File: config.mk
export PLATFORM = sky130hd
export DESIGN_NAME = mcc_top
export DESIGN_NICKNAME = d
export VERILOG_FILES = /design/src/mcc_pkg.sv /design/src/mcc_ctrl_if.sv /design/src/mcc_clk_div.sv /design/src/mcc_pin_mux.sv /design/src/mcc_top.sv
export SDC_FILE = /design/constraint.sdc
export NUM_CORES = 1
export LEC_CHECK = 0
export BUFFER_PORTS_ARGS = -buffer_cell sky130_fd_sc_hd__buf_2
export CAP_MARGIN = 30
export CORE_MARGIN = 10
export CORE_UTILIZATION = 38
export CTS_CLUSTER_SIZE = 10
export DETAILED_ROUTE_END_ITERATION = 10
export GPL_ROUTABILITY_DRIVEN = 0
export PLACE_DENSITY_LB_ADDON = 0.15
export SYNTH_ARGS = -nofsm -noshare
export SYNTH_HDL_FRONTEND = slang
export SYNTH_SLANG_ARGS = --single-unit
File: constraint.sdc
create_clock -name clock_in -period 1.6 [get_ports clock_in]
set_clock_uncertainty 0.2 [all_clocks]
set_input_delay 0.16 -clock clock_in [delete_from_list [all_inputs] [get_ports clock_in]]
set_output_delay 0.16 -clock clock_in [all_outputs]
set_load 0.05 [all_outputs]
File: src/mcc_pkg.sv
`default_nettype none
package mcc_pkg;
   // Register byte addresses on the bus
   localparam logic [11:0] MCC_ADDR_STATUS = 12'h000;
   localparam logic [11:0] MCC_ADDR_TRIM = 12'h004;
   // Field positions in the clock control/status register
   localparam int MCC_BIT_SLOW = 0;
   localparam int MCC_BIT_CLKOUT = 1;
   // Reset values
   localparam logic [7:0] MCC_STATUS_RST = 8'h00;
   localparam logic [7:0] MCC_TRIM_RST = 8'hff;
   localparam logic [1:0] MCC_LOWER_RST = 2'h3;
   // Slow mode divide ratio and its last counter value
   localparam int MCC_SLOW_DIV = 32;
   localparam logic [4:0] MCC_SLOW_LAST = 5'(MCC_SLOW_DIV - 1);
   // Bus answer phase
   typedef enum logic [1:0] {
      MCC_S_IDLE = 2'b01,
      MCC_S_RESP = 2'b10
   } mcc_apb_st_t;
endpackage
`default_nettype wire

File: src/mcc_ctrl_if.sv
`timescale 1ns/1ps
`default_nettype none
interface mcc_ctrl_if;
   logic clk_out_en;
   logic slow_mode;
   logic cpu_tick;
   logic clk_level;
   modport regs (output clk_out_en, output slow_mode,
                 input cpu_tick, input clk_level);
   modport div (input slow_mode, output cpu_tick, output clk_level);
   modport pin (input clk_out_en, input clk_level);
endinterface
`default_nettype wire

File: src/mcc_clk_div.sv
`timescale 1ns/1ps
`default_nettype none
module mcc_clk_div (
   input wire logic clock_in,
   input wire logic nrst_in,
   mcc_ctrl_if.div ctl
);
   logic [4:0] cnt_q;
   logic [4:0] cnt_d;
   logic tick_q;
   logic level_q;
   wire wrap = (cnt_q == mcc_pkg::MCC_SLOW_LAST);
   wire tick_d = ctl.slow_mode ? wrap : 1'b1;

   assign cnt_d = ctl.slow_mode ? cnt_q + 5'h01 : 5'h00;

   always_ff @(posedge clock_in or negedge nrst_in) begin
      if (!nrst_in) begin
         cnt_q <= 5'h00;
         tick_q <= 1'b0;
         level_q <= 1'b0;
      end else begin
         cnt_q <= cnt_d;
         tick_q <= tick_d;
         if (tick_d) begin
            level_q <= ~level_q;
         end
      end
   end

   assign ctl.cpu_tick = tick_q;
   assign ctl.clk_level = level_q;

   ////////////////////////////////////////////////////////////////////
   logic [5:0] gap_q;
   always_ff @(posedge clock_in or negedge nrst_in) begin
      if (!nrst_in) begin
         gap_q <= 6'h00;
      end else if (tick_q || !ctl.slow_mode) begin
         gap_q <= 6'h00;
      end else begin
         gap_q <= gap_q + 6'h01;
      end
   end

   property p_slow_gap;
      @(posedge clock_in) disable iff (!nrst_in)
      (ctl.slow_mode && $past(ctl.slow_mode) && $rose(tick_q)
         && gap_q != 6'h00)
      |-> gap_q == 6'(mcc_pkg::MCC_SLOW_DIV - 1);
   endproperty
   a_slow_gap: assert property (p_slow_gap)
      else $error("slow mode tick spacing wrong");

   property p_level_on_tick;
      @(posedge clock_in) disable iff (!nrst_in)
      $changed(level_q) |-> $past(tick_d);
   endproperty
   a_level_on_tick: assert property (p_level_on_tick)
      else $error("clock output moved without a cpu tick");
endmodule
`default_nettype wire

File: src/mcc_pin_mux.sv
`timescale 1ns/1ps
`default_nettype none
module mcc_pin_mux (
   input wire logic clock_in,
   input wire logic nrst_in,
   mcc_ctrl_if.pin ctl,
   input wire logic port_data_in,
   input wire logic port_dir_in,
   input wire logic port_pull_in,
   input wire logic pin_in,
   output logic pin_out,
   output logic pin_oe_out,
   output logic pull_up_out,
   output logic pin_state_out
);
   wire drv_d = ctl.clk_out_en ? ctl.clk_level : port_data_in;
   wire oe_d = ctl.clk_out_en | port_dir_in;
   wire pull_d = ~oe_d & port_pull_in;

   always_ff @(posedge clock_in or negedge nrst_in) begin
      if (!nrst_in) begin
         pin_out <= 1'b0;
         pin_oe_out <= 1'b0;
         pull_up_out <= 1'b1;
         pin_state_out <= 1'b0;
      end else begin
         pin_out <= drv_d;
         pin_oe_out <= oe_d;
         pull_up_out <= pull_d;
         pin_state_out <= pin_in;
      end
   end

   ////////////////////////////////////////////////////////////////////
   property p_reset_pin;
      @(posedge clock_in) disable iff (!nrst_in)
      !$past(nrst_in) |-> pull_up_out && !pin_oe_out;
   endproperty
   a_reset_pin: assert property (p_reset_pin)
      else $error("pin not input with pull-up after reset");

   property p_override;
      @(posedge clock_in) disable iff (!nrst_in)
      ctl.clk_out_en |=> pin_oe_out && pin_out == $past(ctl.clk_level)
         && pin_state_out == $past(pin_in);
   endproperty
   a_override: assert property (p_override)
      else $error("clock output does not own the pin");
endmodule
`default_nettype wire

File: src/mcc_top.sv
`timescale 1ns/1ps
`default_nettype none
// What this block does
// - Bit 1 enables clock output on shared pin; cleared by reset.
// - Bit 0 selects slow mode, cpu clock is oscillator over 32.
// - Trim register is eight read/write bits, reset to all ones.
// - Lower trim code gives higher frequency; zero fastest, ones slowest.
// - Eight upper trim bits join two outside lower bits, ten total.
// - Any reset returns shared pin to input with pull-up.
// - Enabled clock output drives pin; port read still shows pin.
module mcc_top #(
   parameter int ADDR_W = 12
) (
   input wire logic clock_in,
   input wire logic nrst_in,
   input wire logic psel_in,
   input wire logic penable_in,
   input wire logic pwrite_in,
   input wire logic [ADDR_W-1:0] paddr_in,
   input wire logic [31:0] pwdata_in,
   input wire logic [3:0] pstrb_in,
   output logic [31:0] prdata_out,
   output logic pready_out,
   output logic pslverr_out,
   input wire logic [1:0] trim_lower_bits_in,
   output logic [9:0] trim_value_out,
   output logic cpu_clk_en_out,
   input wire logic port_data_in,
   input wire logic port_dir_in,
   input wire logic port_pull_in,
   input wire logic clk_pin_in,
   output logic clk_pin_out,
   output logic clk_pin_oe_out,
   output logic clk_pin_pull_up_out,
   output logic clk_pin_state_out
);
   ////////////////////////////////////////////////////////////////////
   function automatic logic addr_is(input logic [ADDR_W-1:0] a,
                                    input logic [11:0] r);
      addr_is = (a == ADDR_W'(r));
   endfunction

   mcc_ctrl_if ctl ();

   mcc_pkg::mcc_apb_st_t st_q;
   mcc_pkg::mcc_apb_st_t st_d;
   logic clk_out_enable_q;
   logic slow_mode_select_q;
   logic [7:0] trim_upper_bits_q;
   logic [9:0] trim_value_q;
   logic [31:0] rdata_q;
   logic ready_q;
   logic err_q;

   ////////////////////////////////////////////////////////////////////
   wire hit_status = addr_is(paddr_in, mcc_pkg::MCC_ADDR_STATUS);
   wire hit_trim = addr_is(paddr_in, mcc_pkg::MCC_ADDR_TRIM);
   wire hit = hit_status | hit_trim;
   wire access = psel_in & penable_in;
   wire in_resp = (st_q == mcc_pkg::MCC_S_RESP);
   // Write lands only on the edge that samples pready high
   wire commit = in_resp & access & pwrite_in & hit & pstrb_in[0];
   wire wr_status = commit & hit_status;
   wire wr_trim = commit & hit_trim;

   wire [7:0] status_rd = {6'h00, clk_out_enable_q, slow_mode_select_q};
   wire [7:0] sel_rd = hit_status ? status_rd :
                       hit_trim ? trim_upper_bits_q : 8'h00;
   wire [31:0] rdata_d = pwrite_in ? 32'h0000_0000 : {24'h00_0000, sel_rd};

   always_comb begin
      st_d = st_q;
      case (st_q)
         mcc_pkg::MCC_S_IDLE: begin
            if (access) begin
               st_d = mcc_pkg::MCC_S_RESP;
            end
         end
         mcc_pkg::MCC_S_RESP: begin
            st_d = mcc_pkg::MCC_S_IDLE;
         end
         default: begin
            st_d = mcc_pkg::MCC_S_IDLE;
         end
      endcase
   end

   // One wait state keeps every bus output on a flip-flop
   always_ff @(posedge clock_in or negedge nrst_in) begin
      if (!nrst_in) begin
         st_q <= mcc_pkg::MCC_S_IDLE;
         ready_q <= 1'b0;
         err_q <= 1'b0;
         rdata_q <= 32'h0000_0000;
      end else begin
         st_q <= st_d;
         ready_q <= (st_d == mcc_pkg::MCC_S_RESP);
         err_q <= (st_d == mcc_pkg::MCC_S_RESP) & ~hit;
         rdata_q <= (st_d == mcc_pkg::MCC_S_RESP) ? rdata_d : 32'h0000_0000;
      end
   end

   ////////////////////////////////////////////////////////////////////
   // clock output enable bit
   always_ff @(posedge clock_in or negedge nrst_in) begin
      if (!nrst_in) begin
         clk_out_enable_q <= mcc_pkg::MCC_STATUS_RST[mcc_pkg::MCC_BIT_CLKOUT];
      end else if (wr_status) begin
         clk_out_enable_q <= pwdata_in[mcc_pkg::MCC_BIT_CLKOUT];
      end
   end

   always_ff @(posedge clock_in or negedge nrst_in) begin
      if (!nrst_in) begin
         slow_mode_select_q <= mcc_pkg::MCC_STATUS_RST[mcc_pkg::MCC_BIT_SLOW];
      end else if (wr_status) begin
         slow_mode_select_q <= pwdata_in[mcc_pkg::MCC_BIT_SLOW];
      end
   end

   // trim register, all ones at reset
   always_ff @(posedge clock_in or negedge nrst_in) begin
      if (!nrst_in) begin
         trim_upper_bits_q <= mcc_pkg::MCC_TRIM_RST;
      end else if (wr_trim) begin
         trim_upper_bits_q <= pwdata_in[7:0];
      end
   end

   // ten-bit code, passed uninverted so ones mean slowest
   always_ff @(posedge clock_in or negedge nrst_in) begin
      if (!nrst_in) begin
         trim_value_q <= {mcc_pkg::MCC_TRIM_RST, mcc_pkg::MCC_LOWER_RST};
      end else begin
         trim_value_q <= {trim_upper_bits_q, trim_lower_bits_in};
      end
   end

   ////////////////////////////////////////////////////////////////////
   assign ctl.clk_out_en = clk_out_enable_q;
   assign ctl.slow_mode = slow_mode_select_q;

   mcc_clk_div u_div (
      .clock_in(clock_in),
      .nrst_in(nrst_in),
      .ctl(ctl.div)
   );

   mcc_pin_mux u_pin (
      .clock_in(clock_in),
      .nrst_in(nrst_in),
      .ctl(ctl.pin),
      .port_data_in(port_data_in),
      .port_dir_in(port_dir_in),
      .port_pull_in(port_pull_in),
      .pin_in(clk_pin_in),
      .pin_out(clk_pin_out),
      .pin_oe_out(clk_pin_oe_out),
      .pull_up_out(clk_pin_pull_up_out),
      .pin_state_out(clk_pin_state_out)
   );

   assign prdata_out = rdata_q;
   assign pready_out = ready_q;
   assign pslverr_out = err_q;
   assign trim_value_out = trim_value_q;
   assign cpu_clk_en_out = ctl.cpu_tick;

   ////////////////////////////////////////////////////////////////////
   property p_clkout_write;
      @(posedge clock_in) disable iff (!nrst_in)
      wr_status |=> clk_out_enable_q == $past(pwdata_in[1])
         ##1 (!$past(clk_out_enable_q) || clk_pin_oe_out);
   endproperty
   a_clkout_write: assert property (p_clkout_write)
      else $error("clock output enable did not take the write");

   property p_slow_read;
      @(posedge clock_in) disable iff (!nrst_in)
      (access && !pwrite_in && hit_status && !in_resp)
      |=> pready_out && prdata_out[7:0] == {6'h00,
         clk_out_enable_q, slow_mode_select_q};
   endproperty
   a_slow_read: assert property (p_slow_read)
      else $error("status read back wrong or late");

   property p_trim_reset;
      @(posedge clock_in) disable iff (!nrst_in)
      !$past(nrst_in) |-> trim_upper_bits_q == mcc_pkg::MCC_TRIM_RST
         && !clk_out_enable_q && !slow_mode_select_q;
   endproperty
   a_trim_reset: assert property (p_trim_reset)
      else $error("register reset values wrong");

   property p_trim_write;
      @(posedge clock_in) disable iff (!nrst_in)
      wr_trim |=> trim_upper_bits_q == $past(pwdata_in[7:0])
         ##1 trim_value_out[9:2] == $past(trim_upper_bits_q);
   endproperty
   a_trim_write: assert property (p_trim_write)
      else $error("trim code not passed on as written");

   property p_trim_join;
      @(posedge clock_in) disable iff (!nrst_in)
      1'b1 |=> trim_value_out == {$past(trim_upper_bits_q),
         $past(trim_lower_bits_in)};
   endproperty
   a_trim_join: assert property (p_trim_join)
      else $error("ten-bit trim code badly joined");

   property p_one_wait;
      @(posedge clock_in) disable iff (!nrst_in)
      pready_out |=> !pready_out && !pslverr_out;
   endproperty
   a_one_wait: assert property (p_one_wait)
      else $error("pready held longer than one cycle");

   ////////////////////////////////////////////////////////////////////
   // Refused access answers with an error and zero data
   property p_unmapped;
      @(posedge clock_in) disable iff (!nrst_in)
      (access && !in_resp && !hit)
      |=> pready_out && pslverr_out && prdata_out == 32'h0000_0000;
   endproperty
   a_unmapped: assert property (p_unmapped)
      else $error("unmapped access not refused");

   // A refused or masked write leaves every register alone
   property p_no_commit;
      @(posedge clock_in) disable iff (!nrst_in)
      (in_resp && access && pwrite_in && !(hit && pstrb_in[0]))
      |=> $stable(trim_upper_bits_q) && $stable(clk_out_enable_q)
         && $stable(slow_mode_select_q);
   endproperty
   a_no_commit: assert property (p_no_commit)
      else $error("ignored write changed a register");

   property p_reserved_zero;
      @(posedge clock_in) disable iff (!nrst_in)
      (pready_out && hit_status) |-> prdata_out[31:2] == 30'h0000_0000;
   endproperty
   a_reserved_zero: assert property (p_reserved_zero)
      else $error("reserved status bits read nonzero");

   property p_slow_write;
      @(posedge clock_in) disable iff (!nrst_in)
      wr_status |=> slow_mode_select_q == $past(pwdata_in[0]);
   endproperty
   a_slow_write: assert property (p_slow_write)
      else $error("slow mode select did not take the write");

   property p_normal_tick;
      @(posedge clock_in) disable iff (!nrst_in)
      !slow_mode_select_q |=> cpu_clk_en_out;
   endproperty
   a_normal_tick: assert property (p_normal_tick)
      else $error("cpu clock enable dropped in normal mode");

   property p_slow_pulse;
      @(posedge clock_in) disable iff (!nrst_in)
      (slow_mode_select_q && cpu_clk_en_out) |=> !cpu_clk_en_out;
   endproperty
   a_slow_pulse: assert property (p_slow_pulse)
      else $error("slow mode tick longer than one cycle");

   property p_trim_extremes;
      @(posedge clock_in) disable iff (!nrst_in)
      (trim_upper_bits_q == 8'h00 || trim_upper_bits_q == 8'hff)
      |=> trim_value_out[9:2] == $past(trim_upper_bits_q);
   endproperty
   a_trim_extremes: assert property (p_trim_extremes)
      else $error("trim end code not passed on unchanged");

   // Bus outputs stay quiet between answers
   property p_bus_idle;
      @(posedge clock_in) disable iff (!nrst_in)
      !pready_out |-> prdata_out == 32'h0000_0000 && !pslverr_out;
   endproperty
   a_bus_idle: assert property (p_bus_idle)
      else $error("bus outputs not quiet outside an answer");

   property p_reset_outputs;
      @(posedge clock_in) disable iff (!nrst_in)
      !$past(nrst_in) |-> !pready_out && !cpu_clk_en_out
         && trim_value_out == {mcc_pkg::MCC_TRIM_RST,
         mcc_pkg::MCC_LOWER_RST};
   endproperty
   a_reset_outputs: assert property (p_reset_outputs)
      else $error("outputs not at reset values after reset");
endmodule
`default_nettype wire

==> impl_metrics.toml <==
[sta]
fmax_mhz = 630.1
report.final.slew_viol_count = 0
rsz0062_at_grt = "yes"
layout_setup_ws_ps = 12.97
worst_pin_slew_ps = 517.4
hold_viol = 0
finalCritPeriodShare_pct = 99.19
relSlewSlack_pct = 65.50
final-setup-viol-count = 0
fin_crit_ps = 1587

[critical_path]
r2r-start = "st_q[0]"
start_kind = "flop"
r2r_slack_ps = 10
rr_worst_depth = 5
critPathMaxFanout = 6
required_ps = 1630
worstReg2RegEnd = "prdata_out[6]"
cp_data_arrival_time_ps = 1620
crit_type = "flop to flop"
endpoint_kind = "flop"

[layout]
nNetsFinal = 267
area_growth_pct = 33.79
final_common_cell = "buf_2"
diodes = 0
drive_above_1_share_pct = 55.56
mostFrequentLayoutCells = "buf_2 (56), conb_1 (24), dfrtp_1 (23)"
finalInstanceArea_um2 = 2338

[global_routing]
antenna_found_initial = 0
grtUsageTotal_pct = 9.843
grt_max_degree = 44
grt_pass1_wl_um = 5927
grt_remaining_overflow = 0
grt_pass1_vias = 1225

[place]
dp_hpwl_um = 2750
io_buffers = 56
pre_cts_slack_ps = -142.9
place_area_um2 = 2029

[drt]
wl_per_cell_um = 14.16
drt-pass1-iter-count = 3
drcViolationCount = 0
drt_iter0_markers = 20
ant_nets = 0
drt_wl_total_um = 3668
vias_per_cell = 4.193
vias = 1086

[cts]
cts.sinks = 43
clkLatencyLatePin_ps = 290
clk_pin_slew_worst_paths_ps = 80
cts_buffers = 5
cts-htree-levels = 2
cts_buffer_depth = 2
root_buffer = "clkbuf_8"
cts_tree = "built"

[outcome]
status = "finished clean"

[floorplanning]
io_pins = 108
die_area_um2 = 7712
fp.dieW_um = 87.82
die_h_um = 87.82
rows = 24
core_area_um2 = 4414
initial_core_util_pct = 39.60

[logic_synthesis]
synthMuxAreaShare_pct = 8.232
synth_top_family_by_area = "simple AND/OR/NAND/NOR gates"
syn_area_um2 = 1748
yosysWarnings = 0
ys_seq_elements = 43
synth_fa_ha_area_share_pct = 1.432
synth_xor_area_share_pct = 1.503
syn-instance-count = 121
ys_seq_area_share_pct = 62.99
yosysUniqueCellTypes = 29
avgSynthCellArea_um2 = 14.45
synth_compound_area_share_pct = 0
synth-simple-area-share_pct = 14.89

[power_and_ir_drop]
leakagePower_nw = 1.194
peakVddDrop_v = 0.0004130
p_per_area_nw_per_um2 = 946.2

[hold_path]
min-delay-start = "pwrite_in"
hold_depth = 3
min_path_type = "input pin to flop"
holdPathEnd = "prdata_out[1]"

[run]
maxCapViolations = 0
==> logic make-up after synthesis <==
group | count (synthesis)
flops | 43
simple gates | 33
mux | 13
other cells | 1
fa+ha+maj | 2
xor+xnor | 3
buf+inv | 26
==> layout make-up <==
| cell class | count | area, um2 |
|---|---|---|
| Sequential cell | 43 | 1101 |
| Clock buffer | 7 | 76.32 |
| Timing Repair Buffer | 79 | 490.5 |
| Fill cell | 390 | 2076 |
| Multi-Input combinational cell | 75 | 568.0 |
| Clock inverter | 1 | 30.03 |
| Tap cell | 52 | 65.06 |
| Inverter | 2 | 7.507 |
==> how the worst max path moves through the flow <==
stage | slack (ps) | end | cells past startpoint | start
floorplan | 50 | clk_out_enable_q | 4 | paddr_in[7]
global placement | -120 | prdata_out[3] | 6 | paddr_in[7]
detailed placement | -140 | prdata_out[6] | 6 | paddr_in[7]
CTS | 10 | prdata_out[1] | 4 | st_q[0]
global route | -90 | prdata_out[5] | 5 | st_q[0]
finish | 10 | prdata_out[6] | 5 | st_q[0]
==> power breakdown <==
part,switching [mW],internal (mW),total [mW]
clock,0.335,0.467,0.802
sequential,0.00521,1.11,1.11
combinational,0.223,0.0763,0.299
==> critical path, stage by stage, from the launching register on <==
cell and delay, ps:
dfstp_2 550, nor3b_4 200, inv_2 80, nor4b_4 200, buf_4 170, and2_1 130
==> timing repair <==
item	in CTS	in global routing
hold buffers	15	0
setup endpoints to repair	16	19
setup buffers	2	2
endpoints found under the hold margin	39	0
pin swaps	2	4
gates resized for setup	2	5
==> per-stage QoR <==
stage          instances  power, mW  utilization (%)  hold slack, ps  setup TNS [ps]
3_3_place_gp         232      1.391            45.98           41.07           -1056
3_5_place_dp         232      1.394            45.98           56.80           -1152
4_1_cts              257      2.238            52.27           8.411               0
2_1_floorplan        144      1.356                -          -335.6               0
6_report             259      2.213            52.98           2.166               0
5_1_grt              259      2.308            52.98           1.188          -812.5
==> synthesized netlist by cell type (all sizes together) <==
cell type | number | area, um2
and2 | 10 | 62.56
and3 | 2 | 13.77
buf | 24 | 180.2
conb | 1 | 3.750
dfrtp | 23 | 575.6
dfstp | 20 | 525.5
ha | 2 | 25.02
inv | 2 | 7.510
mux2 | 11 | 123.9
mux2i | 2 | 20.02
nand2 | 1 | 3.750
nand2b | 1 | 6.260
nand3 | 3 | 32.53
nand4b | 1 | 8.760
nor2 | 5 | 18.77
nor2b | 1 | 6.260
nor3 | 1 | 5.000
nor3b | 2 | 20.02
nor4 | 3 | 46.29
nor4b | 1 | 23.77
or2 | 1 | 6.260
or3 | 1 | 6.260
xnor2 | 1 | 8.760
xor2 | 2 | 17.52
==> layer usage <==
| layer | vias up | wire length [um] | GRT usage (%) |
|---|---|---|---|
| li1 | 516 | - | - |
| met1 | 502 | 1597 | 11.78 |
| met2 | 63 | 1595 | 14.75 |
| met3 | 5 | 405 | 4.921 |
| met4 | 0 | 69 | 3.913 |
| met5 | - | 0 | 0 |
==> sequential cells by signal (all words and copies together), names as in the netlist, 2 cells and up <==
| signal | count |
|---|---|
| trim_value_out | 10 |
| trim_upper_bits_q | 8 |
| st_q | 2 |
| u_div.cnt_q | 5 |
| prdata_out | 8 |
Power figures use the tool's default switching activity.
